## config.mk

```make
export PLATFORM = sky130hd
export DESIGN_NAME = ars_sequencer
export DESIGN_NICKNAME = d
export VERILOG_FILES = /design/src/logic/ars_pkg.sv /design/src/logic/ars_cushion_timer.sv /design/src/logic/ars_sequencer.sv
export SDC_FILE = /design/constraint.sdc
export NUM_CORES = 1
export LEC_CHECK = 0
export BUFFER_PORTS_ARGS = -buffer_cell sky130_fd_sc_hd__buf_2
export CORE_UTILIZATION = 30
export CTS_CLUSTER_DIAMETER = 30
export DETAILED_ROUTE_END_ITERATION = 10
export SLEW_MARGIN = 20
export SYNTH_ARGS = -nofsm -noshare
export SYNTH_HDL_FRONTEND = slang
export SYNTH_SLANG_ARGS = --single-unit
export TNS_END_PERCENT = 100
```

## constraint.sdc

```tcl
create_clock -name clk -period 11.92 [get_ports clk]
set_input_delay 0.596 -clock clk [delete_from_list [all_inputs] [get_ports clk]]
set_output_delay 0.596 -clock clk [all_outputs]
set_load 0.03 [all_outputs]
```

## src/logic/ars_pkg.sv

```systemverilog
package ars_pkg;

  // ****************************************
  // Clock and timing
  // ****************************************
  localparam int ARS_CLK_HZ = 25_000_000;
  // Restart cushion time is counted in steps of this many milliseconds
  localparam int ARS_CUSH_STEP_MS = 100;
  localparam int ARS_CUSH_STEP_CYC = ARS_CLK_HZ / 1000 * ARS_CUSH_STEP_MS;

  // ****************************************
  // Register offsets (byte addresses)
  // ****************************************
  localparam int ARS_AW = 8;
  localparam logic [7:0] ARS_OFS_TUNE = 8'h00;
  localparam logic [7:0] ARS_OFS_MOTOR = 8'h04;
  localparam logic [7:0] ARS_OFS_GAIN = 8'h08;
  localparam logic [7:0] ARS_OFS_THERM = 8'h0C;
  localparam logic [7:0] ARS_OFS_CFG = 8'h10;
  localparam logic [7:0] ARS_OFS_CUSH = 8'h14;
  localparam logic [7:0] ARS_OFS_STAT = 8'h18;
  localparam logic [7:0] ARS_OFS_MCONST = 8'h1C;

  // ****************************************
  // Tuning setting/status codes
  // ****************************************
  localparam logic [7:0] ARS_TS_ARM = 8'h15;
  localparam logic [7:0] ARS_TS_RUN = 8'h16;
  localparam logic [7:0] ARS_TS_DONE = 8'h17;
  localparam logic [7:0] ARS_TS_FORCE = 8'h08;
  localparam logic [7:0] ARS_TS_PROT = 8'h09;
  localparam logic [7:0] ARS_TS_ILIM = 8'h5B;
  localparam logic [7:0] ARS_TS_VBUS = 8'h5C;
  localparam logic [7:0] ARS_TS_CALC = 8'h5D;
  localparam logic [7:0] ARS_TS_RST = 8'h00;

  // ****************************************
  // Motor type codes
  // ****************************************
  localparam logic [7:0] ARS_MOTOR_STD = 8'h03;
  localparam logic [7:0] ARS_MOTOR_CT = 8'h0D;

  // ****************************************
  // Configuration field layout and resets
  // ****************************************
  localparam int ARS_CFG_EXT = 0;
  localparam int ARS_CFG_AUTO = 1;
  localparam int ARS_CFG_MON_LSB = 2;
  localparam logic [1:0] ARS_MON_SPEED = 2'h0;
  localparam logic [1:0] ARS_MON_FREQ = 2'h1;
  localparam logic [3:0] ARS_CFG_RST = 4'h0;
  localparam logic [15:0] ARS_CUSH_RST = 16'h000A;
  localparam logic [15:0] ARS_THERM_RST = 16'h0000;
  localparam logic [15:0] ARS_GAIN_RST = 16'h0000;

  // ****************************************
  // Status word bit positions
  // ****************************************
  localparam int ARS_ST_RUNNING = 0;
  localparam int ARS_ST_TUNING = 1;
  localparam int ARS_ST_ERRLOCK = 2;
  localparam int ARS_ST_CUSHION = 3;
  localparam int ARS_ST_MOTOR_STD = 4;
  localparam int ARS_ST_MOTOR_CT = 5;
  localparam int ARS_ST_SET2_TOG = 6;
  localparam int ARS_ST_STOP_PEND = 7;

  typedef enum logic [1:0] {
    ARS_IDLE,
    ARS_ARMED,
    ARS_TUNE,
    ARS_ENDED
  } ars_tune_state_t;

endpackage

```

## src/logic/ars_cushion_timer.sv

```systemverilog
`timescale 1ns/100ps
module ars_cushion_timer import ars_pkg::*; #(
  parameter int STEP_CYC = ARS_CUSH_STEP_CYC
) (
  // Clock and reset
  input wire logic clk,
  input wire logic rst,
  // Control
  input wire logic start,
  input wire logic [15:0] steps,
  // Status
  output logic busy,
  output logic done
);

  logic [31:0] pre_reg;
  logic [15:0] left_reg;

  // ****************************************
  // Step prescaler and step counter
  // ****************************************
  // A zero setting still waits one step so the flags never glitch on
  always_ff @(posedge clk or posedge rst) begin
    if (rst) begin
      pre_reg <= 32'h0;
      left_reg <= 16'h0;
      busy <= 1'b0;
      done <= 1'b0;
    end else begin
      done <= 1'b0;
      if (start) begin
        busy <= 1'b1;
        pre_reg <= 32'h0;
        left_reg <= (steps == 16'h0) ? 16'h1 : steps;
      end else if (busy) begin
        if (pre_reg == 32'(STEP_CYC - 1)) begin
          pre_reg <= 32'h0;
          left_reg <= left_reg - 16'h1;
          if (left_reg == 16'h1) begin
            busy <= 1'b0;
            done <= 1'b1;
          end
        end else begin
          pre_reg <= pre_reg + 32'h1;
        end
      end
    end
  end

endmodule

```

## src/logic/ars_sequencer.sv

```systemverilog
// The APB register port and the placing of the registers were decided locally.
`timescale 1ns/100ps
module ars_sequencer import ars_pkg::*; #(
  parameter int CUSH_STEP_CYC = ARS_CUSH_STEP_CYC
) (
  // Clock and reset
  input wire logic clk,
  input wire logic rst,
  // APB slave
  input wire logic psel,
  input wire logic penable,
  input wire logic pwrite,
  input wire logic [7:0] paddr,
  input wire logic [31:0] pwdata,
  output logic [31:0] prdata,
  output logic pready,
  output logic pslverr,
  // Start and stop terminals, panel keys
  input wire logic forward_start_input,
  input wire logic reverse_start_input,
  input wire logic output_stop_input,
  input wire logic reset_input,
  input wire logic second_set_select,
  input wire logic panel_run_key,
  input wire logic panel_stop_key,
  // Drive conditions
  input wire logic protective_trip,
  input wire logic current_limit_active,
  input wire logic dc_bus_high,
  input wire logic calc_error,
  input wire logic power_loss,
  input wire logic power_restored,
  input wire logic retry_event,
  // Measurement engine
  input wire logic meas_done,
  input wire logic [15:0] meas_gain,
  input wire logic [15:0] meas_const,
  input wire logic [15:0] meas_progress,
  output logic meas_start,
  // Normal operation values
  input wire logic [15:0] set_freq_in,
  input wire logic [15:0] monitor_src,
  input wire logic speed_reached_raw,
  input wire logic freq_detect_raw,
  // Outputs to terminals
  output logic running_output,
  output logic [15:0] analog_monitor_output,
  output logic fault_relay_output,
  output logic speed_reached_flag,
  output logic frequency_detect_flag,
  output logic [15:0] set_freq_monitor,
  output logic retry_suppress,
  output logic restart_active,
  output logic decel_start
);

  ars_tune_state_t state_reg;
  logic [7:0] status_reg;
  logic [7:0] motor_type_select_reg;
  logic [15:0] search_gain_setting_reg;
  logic [15:0] thermal_current_setting_reg;
  logic [3:0] cfg_reg;
  logic [15:0] restart_cushion_time_reg;
  logic [15:0] mconst_reg;
  logic err_lock_reg;
  logic reset_prev_reg;
  logic set2_prev_reg;
  logic set2_tog_reg;
  logic cush_start_reg;
  logic stop_pend_reg;
  logic cush_busy;
  logic cush_done;
  logic start_in;
  logic ext_mode;
  logic start_cond;
  logic force_end;
  logic tuning;
  logic end_evt;
  logic [7:0] end_code;
  logic acc;
  logic wr;
  logic wr_arm;
  logic tune_go;
  logic stop_req;
  logic restart_trig;
  logic mapped;
  logic [31:0] rd_word;

  // ****************************************
  // Decoded conditions
  // ****************************************
  assign start_in = forward_start_input | reverse_start_input;
  assign ext_mode = cfg_reg[ARS_CFG_EXT];
  assign tuning = (state_reg == ARS_TUNE);
  assign start_cond = ext_mode ? start_in : panel_run_key;
  assign tune_go = (state_reg == ARS_ARMED) && start_cond;
  assign force_end = output_stop_input | reset_input | panel_stop_key |
                     (ext_mode & ~start_in);
  assign acc = psel & penable & pready;
  assign wr = acc & pwrite;
  // Re-arming is locked out after an error until a drive reset
  assign wr_arm = wr && (paddr == ARS_OFS_TUNE) &&
                  (pwdata[7:0] == ARS_TS_ARM) && !err_lock_reg &&
                  !tuning;
  assign stop_req = ext_mode ? ~start_in : panel_stop_key;
  assign restart_trig = cfg_reg[ARS_CFG_AUTO] && !tuning &&
                        (power_restored || retry_event ||
                         (reset_prev_reg && !reset_input));

  // ****************************************
  // End cause, most specific first
  // ****************************************
  always_comb begin
    end_evt = 1'b1;
    if (calc_error) begin
      end_code = ARS_TS_CALC;
    end else if (dc_bus_high) begin
      end_code = ARS_TS_VBUS;
    end else if (current_limit_active) begin
      end_code = ARS_TS_ILIM;
    end else if (protective_trip || power_loss) begin
      end_code = ARS_TS_PROT;
    end else if (force_end) begin
      end_code = ARS_TS_FORCE;
    end else if (meas_done) begin
      end_code = ARS_TS_DONE;
    end else begin
      end_code = ARS_TS_RUN;
      end_evt = 1'b0;
    end
  end

  // ****************************************
  // Tuning sequence
  // ****************************************
  always_ff @(posedge clk or posedge rst) begin
    if (rst) begin
      state_reg <= ARS_IDLE;
    end else begin
      unique case (state_reg)
        ARS_IDLE: begin
          if (wr_arm) begin
            state_reg <= ARS_ARMED;
          end
        end
        ARS_ARMED: begin
          if (start_cond) begin
            state_reg <= ARS_TUNE;
          end
        end
        ARS_TUNE: begin
          if (end_evt) begin
            // After a power dip the drive goes straight back to normal
            state_reg <= power_loss ? ARS_IDLE : ARS_ENDED;
          end
        end
        ARS_ENDED: begin
          if (wr_arm) begin
            state_reg <= ARS_ARMED;
          end else if (stop_req) begin
            state_reg <= ARS_IDLE;
          end
        end
      endcase
    end
  end

  // Status code holds its last value until re-armed or reset
  always_ff @(posedge clk or posedge rst) begin
    if (rst) begin
      status_reg <= ARS_TS_RST;
    end else if (tune_go) begin
      status_reg <= ARS_TS_RUN;
    end else if (wr_arm) begin
      status_reg <= ARS_TS_ARM;
    end else if (tuning && end_evt) begin
      status_reg <= end_code;
    end
  end

  // Error lock: a new error wins over a drive reset in the same cycle
  always_ff @(posedge clk or posedge rst) begin
    if (rst) begin
      err_lock_reg <= 1'b0;
    end else if (tuning && end_evt && end_code != ARS_TS_DONE) begin
      err_lock_reg <= 1'b1;
    end else if (reset_input) begin
      err_lock_reg <= 1'b0;
    end
  end

  // Gain and motor constant take tuning results only on a clean finish; gain also takes bus writes at any time but the clean-finish cycle
  always_ff @(posedge clk or posedge rst) begin
    if (rst) begin
      search_gain_setting_reg <= ARS_GAIN_RST;
      mconst_reg <= ARS_GAIN_RST;
    end else if (tuning && end_evt && end_code == ARS_TS_DONE) begin
      search_gain_setting_reg <= meas_gain;
      mconst_reg <= meas_const;
    end else if (wr && paddr == ARS_OFS_GAIN) begin
      search_gain_setting_reg <= pwdata[15:0];
    end
  end

  // Second-set select must stay put while tuning runs
  always_ff @(posedge clk or posedge rst) begin
    if (rst) begin
      set2_prev_reg <= 1'b0;
      set2_tog_reg <= 1'b0;
    end else begin
      set2_prev_reg <= second_set_select;
      if (tuning && (second_set_select != set2_prev_reg)) begin
        set2_tog_reg <= 1'b1;
      end else if (wr_arm) begin
        set2_tog_reg <= 1'b0;
      end
    end
  end

  // ****************************************
  // Outputs during tuning
  // ****************************************
  always_ff @(posedge clk or posedge rst) begin
    if (rst) begin
      running_output <= 1'b0;
      meas_start <= 1'b0;
      retry_suppress <= 1'b0;
      set_freq_monitor <= 16'h0000;
      fault_relay_output <= 1'b0;
    end else begin
      running_output <= tune_go || (tuning && !end_evt);
      meas_start <= tune_go;
      retry_suppress <= tune_go || tuning;
      set_freq_monitor <= (tune_go || tuning) ? 16'h0000 : set_freq_in;
      fault_relay_output <= protective_trip;
    end
  end

  always_ff @(posedge clk or posedge rst) begin
    if (rst) begin
      analog_monitor_output <= 16'h0000;
    end else if (tuning) begin
      if (cfg_reg[ARS_CFG_MON_LSB +: 2] == ARS_MON_SPEED ||
          cfg_reg[ARS_CFG_MON_LSB +: 2] == ARS_MON_FREQ) begin
        analog_monitor_output <= meas_progress;
      end else begin
        analog_monitor_output <= 16'h0000;
      end
    end else begin
      analog_monitor_output <= monitor_src;
    end
  end

  // ****************************************
  // Automatic restart cushion
  // ****************************************
  always_ff @(posedge clk or posedge rst) begin
    if (rst) begin
      reset_prev_reg <= 1'b0;
      cush_start_reg <= 1'b0;
    end else begin
      reset_prev_reg <= reset_input;
      cush_start_reg <= restart_trig && !cush_busy;
    end
  end

  ars_cushion_timer #(
    .STEP_CYC(CUSH_STEP_CYC)
  ) u_cushion (
    .clk(clk),
    .rst(rst),
    .start(cush_start_reg),
    .steps(restart_cushion_time_reg),
    .busy(cush_busy),
    .done(cush_done)
  );

  // Stop asked during the cushion is held until the cushion ends
  always_ff @(posedge clk or posedge rst) begin
    if (rst) begin
      stop_pend_reg <= 1'b0;
      decel_start <= 1'b0;
    end else begin
      decel_start <= cush_done && (stop_pend_reg || stop_req);
      if (cush_done) begin
        stop_pend_reg <= 1'b0;
      end else if ((cush_busy || cush_start_reg) && stop_req) begin
        stop_pend_reg <= 1'b1;
      end
    end
  end

  always_ff @(posedge clk or posedge rst) begin
    if (rst) begin
      restart_active <= 1'b0;
      speed_reached_flag <= 1'b0;
      frequency_detect_flag <= 1'b0;
    end else begin
      restart_active <= cush_start_reg || (cush_busy && !cush_done);
      speed_reached_flag <= speed_reached_raw && !cush_busy &&
                            !cush_start_reg && !tuning;
      frequency_detect_flag <= freq_detect_raw && !cush_busy &&
                               !cush_start_reg && !tuning;
    end
  end

  // ****************************************
  // APB slave, one wait state per access
  // ****************************************
  always_ff @(posedge clk or posedge rst) begin
    if (rst) begin
      motor_type_select_reg <= ARS_MOTOR_STD;
      thermal_current_setting_reg <= ARS_THERM_RST;
      cfg_reg <= ARS_CFG_RST;
      restart_cushion_time_reg <= ARS_CUSH_RST;
    end else if (wr && !tuning) begin
      // Motor, thermal, config and cushion settings are frozen while tuning so only the start and stop inputs steer it
      if (paddr == ARS_OFS_MOTOR) begin
        motor_type_select_reg <= pwdata[7:0];
      end
      if (paddr == ARS_OFS_THERM) begin
        thermal_current_setting_reg <= pwdata[15:0];
      end
      if (paddr == ARS_OFS_CFG) begin
        cfg_reg <= pwdata[3:0];
      end
      if (paddr == ARS_OFS_CUSH) begin
        restart_cushion_time_reg <= pwdata[15:0];
      end
    end
  end

  always_comb begin
    mapped = 1'b1;
    rd_word = 32'h0000_0000;
    unique case (paddr)
      ARS_OFS_TUNE: rd_word[7:0] = status_reg;
      ARS_OFS_MOTOR: rd_word[7:0] = motor_type_select_reg;
      ARS_OFS_GAIN: rd_word[15:0] = search_gain_setting_reg;
      ARS_OFS_THERM: rd_word[15:0] = thermal_current_setting_reg;
      ARS_OFS_CFG: rd_word[3:0] = cfg_reg;
      ARS_OFS_CUSH: rd_word[15:0] = restart_cushion_time_reg;
      ARS_OFS_STAT: begin
        rd_word[ARS_ST_RUNNING] = running_output;
        rd_word[ARS_ST_TUNING] = tuning;
        rd_word[ARS_ST_ERRLOCK] = err_lock_reg;
        rd_word[ARS_ST_CUSHION] = cush_busy;
        rd_word[ARS_ST_MOTOR_STD] =
          (motor_type_select_reg == ARS_MOTOR_STD);
        rd_word[ARS_ST_MOTOR_CT] =
          (motor_type_select_reg == ARS_MOTOR_CT);
        rd_word[ARS_ST_SET2_TOG] = set2_tog_reg;
        rd_word[ARS_ST_STOP_PEND] = stop_pend_reg;
      end
      ARS_OFS_MCONST: rd_word[15:0] = mconst_reg;
      default: mapped = 1'b0;
    endcase
  end

  always_ff @(posedge clk or posedge rst) begin
    if (rst) begin
      pready <= 1'b0;
      pslverr <= 1'b0;
      prdata <= 32'h0000_0000;
    end else begin
      pready <= psel && penable && !pready;
      pslverr <= psel && penable && !pready && !mapped;
      if (psel && penable && !pready) begin
        prdata <= (pwrite || !mapped) ? 32'h0000_0000 : rd_word;
      end
    end
  end

endmodule

```

==> results of run 1 <==
layout make-up:
cell class,instances,area [µm²],area share (%)
Inverter,20,82.6,0.720
Antenna cell,1,2.50,0.0218
Tap cell,402,503,4.39
Multi-Input combinational cell,644,4300,37.5
Timing Repair Buffer,190,972,8.48
Clock buffer,21,470,4.10
Clock inverter,11,170,1.48
Sequential cell,198,4960,43.3
where the power goes:
part | internal (mW) | leakage [nW] | switching (mW) | total, mW
combinational | 0.104 | 2.51 | 0.230 | 0.335
sequential | 0.737 | 2.64 | 0.0358 | 0.773
clock | 0.369 | 0.306 | 0.265 | 0.634
total | 1.21 | 5.45 | 0.531 | 1.74
cell usage after synthesis (all sizes together), types with 2 or more instances:
master / n
o31ai: 6
dfrtp: 194
a221oi: 9
o21ai: 54
a22oi: 8
or4b: 2
nand4b: 4
o2bb2ai: 3
a22o: 12
a31oi: 10
a211oi: 3
or4: 10
ha: 3
or3: 4
a32oi: 2
nand2: 112
nor2b: 4
o22ai: 4
xnor2: 21
xor2: 15
a21o: 4
nor4b: 7
or2: 3
nor4: 29
and4: 7
o2111ai: 3
nand4: 14
nand3b: 20
a222oi: 2
and2: 5
mux2i: 19
a21oi: 17
nor2: 56
mux2: 65
nor4bb: 3
clkbuf: 27
nand3: 27
nor3b: 5
nor3: 18
buf: 31
dfstp: 4
and3: 24
inv: 20
kinds of logic (layout without fill, tap and decap cells):
family,Yosys count,in the layout,share of synthesized area [%]
simple gates,357,357,20.2
flops,198,198,51.8
compound gates,148,148,10.3
mux,84,84,10.0
buf+inv,78,242,4.02
xor+xnor,36,36,3.29
fa+ha+maj,3,3,0.392
other cells,1,17,0.0391
routing by layer:
metal  part of all wire [%]  up-vias  wire, µm
li1                       -     3595         -
met1                     48     3778     12600
met2                     45      261     11700
met3                    5.4       36      1430
met4                    1.8        0       470
met5                      0        -         0
final timing paths:
check                                      startpoint                        to  slack (ns)  cells past startpoint
worst max-delay path            u_cushion.pre_reg[28]     u_cushion.left_reg[4]        8.67                      5
worst min-delay path                second_set_select             set2_prev_reg        0.29                      1
worst min register to register         u_cushion.done             stop_pend_reg        0.47                      1
max in group asynchronous                         rst  motor_type_select_reg[7]       10.35                      3
min in group asynchronous                         rst       set_freq_monitor[3]        0.33                      2
worst max register to register  u_cushion.pre_reg[28]     u_cushion.left_reg[4]        8.67                      5
==> qor.yml, run 1 <==
clocking:
  cts_buffer_depth: 2
  cts_repair_resize_count: 0
  cts_num_sinks: 198
  clkLatencyLatePin_ns: 0.44
  clock_pin_slew_worst_setup_and_hold_paths_ns: 0.07
  post_cts_repair_timing_setup_buffer_count: 0
  cts_tree: "done"
  holdBufCountCts: 0
  numCtsBuffers: 17
  clockRootBuffer: "clkbuf_16"
  cts_max_level: 4
setup_path:
  critPathKind: "flip-flop to flip-flop"
  worstPathMaxFanout: 27
  worst_ep_required_time_ns: 12.28
  worst_path_cell_with_the_longest_stage_delay: "or3_1"
  end_kind: "flip-flop"
  worstPathCellList: "nor4_1, nand4_1, or3_1, o21ai_4, a2bb2oi_1"
  crit_arrival_ns: 3.61
  max_incr_delay_on_cp_ns: 0.77
  timing.critical_path.from_type: "flip-flop"
  crit_buf_inv: 0
  critPathTopFamily: "simple AND/OR/NAND/NOR gates"
sta:
  max_slew_margin_pct: 25.4
  layout_setup_ws_ns: 8.67
  finalCritPeriodShare_pct: 27.3
  worst_clock_skew_ns: 0.0107
  rsz_0062_raised_after_global_routing: "no"
  timing_max_transition_violations_final: 0
  holdWs_ns: 0.291
  setup_viol_count_final: 0
  hold_viol_final: 0
  transition_time_at_the_pin_with_the_least_slew_margin_ns: 1.11
  layout_min_cycle_time_ns: 3.25
  totalNegativeSetupSlack_ns: 0
  max_freq_ghz: 0.308
yosys:
  synth_area_leaders: "dfrtp_1 51%, mux2_2 6.5%, nand2_1 4.3%, o21ai_0 2.6%, nor2_1 2.2%"
  synth_top_area_share_pct: 50.7
  synthesis.instances: 905
  ys_async_sr_fraction_pct: 100
  synth.lib_cells_used.distinct: 74
  dominantRegCellSynth: "dfrtp_1"
  mappedNetlistArea_um2: 9580
  postSynthRegisterBits: 198
  synth_edf_count: 0
  ys_warn_count: 0
  synthDominantAreaCellType: "dfrtp_1"
  synth_seq_area_share_pct: 51.8
  syn-mean-instance-area_um2: 10.6
placement:
  place_hpwl_mm: 18.0
  postPlaceCellArea_um2: 10800
  count_of_placed_standard_cells_including_taps: 1454
  io_buffers: 183
  routabilityCongestion: 0.888
  pre_cts_ws_ns: 8.40
power:
  total_power_mw: 1.74
  power_per_cell_area_nw_per_um2: 152
  lkg_pwr_nw: 5.45
  peak_supply_drop_mv: 0.104
status:
  run_status: "finished, final reports clean"
floorplanning:
  initial_core_util_pct: 30.4
  chipHeight_um: 181
  die_width_um: 181
  fp.coreArea_um2: 31500
  boundary_pin_count: 216
  std_cell_rows: 65
  die_area_um2: 32700
cells_and_area:
  fin_cells: 1487
  layout.cell_area.non_filler_um2: 11500
  fillCellCount: 3131
  drive_above_1_share_pct: 28.6
  layout_common_cells: "194 x dfrtp_1, 183 x buf_2, 111 x nand2_1, 55 x mux2_2, 55 x nor2_1"
  design.final.nets: 1216
  final_core_util_pct: 36.4
  leading_cell_type_in_the_layout_fill_and_taps_excluded: "dfrtp_1"
  layout-area-overhead-vs-synth_pct: 19.6
  largest_register_ff_count: 32
detailed_routing:
  drt_first_iter_violations: 631
  detail_route.vias_per_cell: 5.16
  drt_wl_total_mm: 26.2
  post_drt_wl_per_cell_um: 17.6
  number_of_vias_after_detailed_routing: 7670
  detailedRoute.firstPassIterationCount: 5
  ant_nets: 0
  drc_errors: 0
global_route:
  grt.busiest_layer: "met2"
  grt-ovfl-total: 0
  antenna_found_initial: 1
  grt_use_met2_pct: 24.7
  use_met3_pct: 3.53
  grt_start_max_net_pins: 119
  global_route.usage.total_pct: 16.2
  grt.met1_usage_pct: 23.0
  grt_pass1_wl_mm: 41.9
  first_global_vias: 7531
worst_hold_path:
  holdCritPathClass: "input pin to flip-flop"
run:
  drv.max_cap_violation_count: 0
Note: power is estimated with default switching activity, not from simulation.
==> run 2: changes to the inputs <==
--- a/config.mk
+++ b/config.mk
@@ -5,6 +5,7 @@
 export SDC_FILE = /design/constraint.sdc
 export NUM_CORES = 1
 export LEC_CHECK = 0
+export ABC_AREA = 1
 export BUFFER_PORTS_ARGS = -buffer_cell sky130_fd_sc_hd__buf_2
 export CORE_UTILIZATION = 30
 export CTS_CLUSTER_DIAMETER = 30
==> constraint.sdc (replaced) <==
create_clock -name clk -period 3.19 [get_ports clk]
set_input_delay 0.1595 -clock clk [delete_from_list [all_inputs] [get_ports clk]]
set_output_delay 0.1595 -clock clk [all_outputs]
set_load 0.03 [all_outputs]
==> qor.yml, run 2 <==
sta:
  transition_time_at_the_pin_with_the_least_slew_margin_ns: 0.901  # -0.207 ns
  layout_setup_ws_ns: 0.729  # -7.94 ns
  layout_min_cycle_time_ns: 2.46  # -0.788 ns
  totalNegativeSetupSlack_ns: 0  # unchanged
  max_slew_margin_pct: 39.8  # +14 points
  timing_max_transition_violations_final: 0  # unchanged
  hold_viol_final: 0  # unchanged
  setup_viol_count_final: 0  # unchanged
  finalCritPeriodShare_pct: 77.2  # +50 points
  rsz_0062_raised_after_global_routing: "no"
  max_freq_ghz: 0.406  # +32%
  worst_clock_skew_ns: 0.0146  # +0.00391 ns
setup_path:
  end_kind: "flip-flop"
  timing.critical_path.from_type: "flip-flop"
  critPathKind: "flip-flop to flip-flop"
  crit_arrival_ns: 2.79  # -0.82 ns
  worstPathMaxFanout: 25  # -7.4%
  worst_ep_required_time_ns: 3.52  # -8.76 ns
yosys:
  synth_top_family_by_area: "simple AND/OR/NAND/NOR gates"
  syn-mean-instance-area_um2: 7.23  # -32%
  post_synth_xor_area_fraction_pct: 1.00  # -2.3 points
  synth_top_area_share_pct: 46.3  # -4.4 points
  ys_warn_count: 0  # unchanged
  synthAdderAreaFrac_pct: 0.358  # -0.034 points
  post_synth_mux_area_share_pct: 0  # -10 points
  synthTopCellsByCount: "511 x nand2_1, 194 x dfrtp_1, 177 x nor2_1"
  synth_compound_gate_area_share_pct: 5.80  # -4.5 points
  ys_async_sr_fraction_pct: 100  # unchanged
  synthDominantAreaCellType: "dfrtp_1"
  synth_edf_count: 0  # unchanged
  synthesis.instances: 1451  # +60%
  most_frequent_cell_after_synthesis: "nand2_1"
  postSynthRegisterBits: 198  # unchanged
  mappedNetlistArea_um2: 10500  # +9.5%
  synth.lib_cells_used.distinct: 42  # -43%
  synth_area_leaders: "dfrtp_1 46%, nand2_1 18%, nand3_1 7.0%, nor2_1 6.3%, inv_1 4.8%"
  synth_simple_gate_area_share_pct: 36.9  # +17 points
  dominantRegCellSynth: "dfrtp_1"
  synth_seq_area_share_pct: 47.3  # -4.5 points
detailed_routing:
  drt_first_iter_violations: 704  # +12%
  detail_route.vias_per_cell: 4.65  # -9.9%
  ant_nets: 0  # unchanged
  detailedRoute.firstPassIterationCount: 5  # unchanged
  drt_wl_total_mm: 31.5  # +20%
  number_of_vias_after_detailed_routing: 10100  # +32%
  post_drt_wl_per_cell_um: 14.5  # -18%
  drc_errors: 0  # unchanged
floorplanning:
  fp.coreArea_um2: 34500  # +9.5%
  chipHeight_um: 189  # +4.6%
  die_width_um: 189  # +4.6%
  std_cell_rows: 68  # +4.6%
  initial_core_util_pct: 30.4  # about the same
  die_area_um2: 35700  # +9.4%
  boundary_pin_count: 216  # unchanged
cells_and_area:
  fillCellCount: 3597  # +15%
  layout-area-overhead-vs-synth_pct: 25.9
  fin_cells: 2174  # +46%
  design.final.nets: 1851  # +52%
  layout_common_cells: "511 x nand2_1, 194 x dfrtp_1, 183 x buf_2, 177 x nor2_1, 147 x nand3_1"
  drive_above_1_share_pct: 15.2  # -13 points
  antenna-diode-count: 0  # -1
  leading_cell_type_in_the_layout_fill_and_taps_excluded: "nand2_1"
  largest_register_ff_count: 32  # unchanged
placement:
  pre_cts_ws_ns: 0.764  # -7.63 ns
  count_of_placed_standard_cells_including_taps: 2054  # +41%
  place_hpwl_mm: 22.4  # +24%
  io_buffers: 183  # unchanged
  routabilityCongestion: 0.877  # -1.2%
power:
  power_per_cell_area_nw_per_um2: 497  # +230%
  peak_supply_drop_mv: 0.392  # +280%
  lkg_pwr_nw: 6.85  # +26%
clocking:
  clockRootBuffer: "clkbuf_16"
  clock_pin_slew_worst_setup_and_hold_paths_ns: 0.08  # about the same
  numCtsBuffers: 17  # unchanged
  post_cts_repair_timing_setup_buffer_count: 0  # unchanged
  clkLatencyLatePin_ns: 0.45  # about the same
  cts_max_level: 4  # unchanged
  cts_tree: "done"
  cts_num_sinks: 198  # unchanged
  cts_buffer_depth: 2  # unchanged
worst_hold_path:
  holdCritPathClass: "input pin to flip-flop"
global_route:
  antenna_found_initial: 0  # -1
  grt_pass1_wl_mm: 50.5  # +21%
  first_global_vias: 9592  # +27%
  global_route.usage.total_pct: 17.9  # +1.7 points
  grt_start_max_net_pins: 102  # -14%
  grt-ovfl-total: 0  # unchanged
run:
  drv.max_cap_violation_count: 0  # unchanged
status:
  run_status: "finished, final reports clean"
[run 2: changes by cell type in the layout (fill, tap and decap cells not counted), moves of 22 or more]
cell           delta
nand2_1         +400
nor2_1          +122
nand3_1         +120
inv_1           +114
dlygate4sd3_1    +88
mux2_2           -55
o21ai_0          +30
nor4_1           -27
and3_1           -22
[run 2: layout make-up]
type	instances	area (µm²)	area share, %
well taps	455	569	4.31
clock buffers	18	429	3.25
repair buffers	282	1900	14.4
clock inverters	14	115	0.872
inverters	145	548	4.15
multi-input cells	1062	4680	35.4
flip-flops and latches	198	4960	37.6
[run 2: final timing paths]
check	startpoint	end	slack, ns	cells after the start
max in group asynchronous	rst	set_freq_monitor[5]	1.81	4
min in group asynchronous	rst	pslverr	0.38	3
min	pwdata[9]	thermal_current_setting_reg[9]	0.02	3
min reg2reg	status_reg[6]	status_reg[6]	0.48	2
max	state_reg[1]	analog_monitor_output[8]	0.73	6
max reg2reg	state_reg[1]	analog_monitor_output[8]	0.73	6
[run 2: per-stage QoR]
| stage | hold WS [ns] | utilization, % | cell area [µm²] | power [mW] |
|---|---|---|---|---|
| final | 0.0175 | 38.3 | 13200 | 6.56 |
| after global routing | 0.0342 | 38.3 | 13200 | 6.90 |
| after CTS | 0.00951 | 38.3 | 13200 | 6.59 |
| after detailed placement | 0.298 | 34.2 | 11800 | 4.35 |
| after global placement | 0.295 | 34.2 | 11800 | 4.32 |
| after floorplan | 0.191 | - | 10600 | 3.92 |
[run 2: timing repair]
action / CTS / global route
endpoints found under the hold margin: 98 / 0
gates resized for setup: 0 / 0
hold buffers: 88 / 0
[run 2: logic make-up (layout without fill, tap and decap cells)]
group | Yosys count | after routing
AND/OR/NAND/NOR | 916 | 916
buffers and inverters | 206 | 459
flip-flops | 198 | 198
AO/OA/AOI/OAI | 115 | 115
XOR/XNOR | 12 | 12
adder cells (fa/ha/maj) | 3 | 3
other | 1 | 16
[run 2: per-layer routing]
metal / routed length (µm) / part of all wire (%) / track usage [%] / up-vias
met3: 1450 / 4.6 / 3.06 / 47
met1: 14000 / 44 / 23.5 / 4735
met2: 15300 / 49 / 29.7 / 262
met4: 735 / 2.3 / 6.48 / 0
met5: 0 / 0 / 0 / -
li1: - / - / - / 5055
[run 2: where the power goes]
| part | switching [mW] | total (mW) | internal, mW | leakage (nW) |
|---|---|---|---|---|
| registers | 0.149 | 2.93 | 2.78 | 2.58 |
| clock network | 1.07 | 2.09 | 1.02 | 0.271 |
| logic | 1.01 | 1.54 | 0.530 | 4.00 |
| total | 2.23 | 6.56 | 4.33 | 6.85 |
[run 2: critical path, cell delays in order, from the launching register on]
cell and delay [ns]:
dfrtp_1 0.41, inv_1 0.10, nor2_4 0.49, inv_1 0.52
nand2_1 0.18, nand2_1 0.07, dlygate4sd3_1 0.56
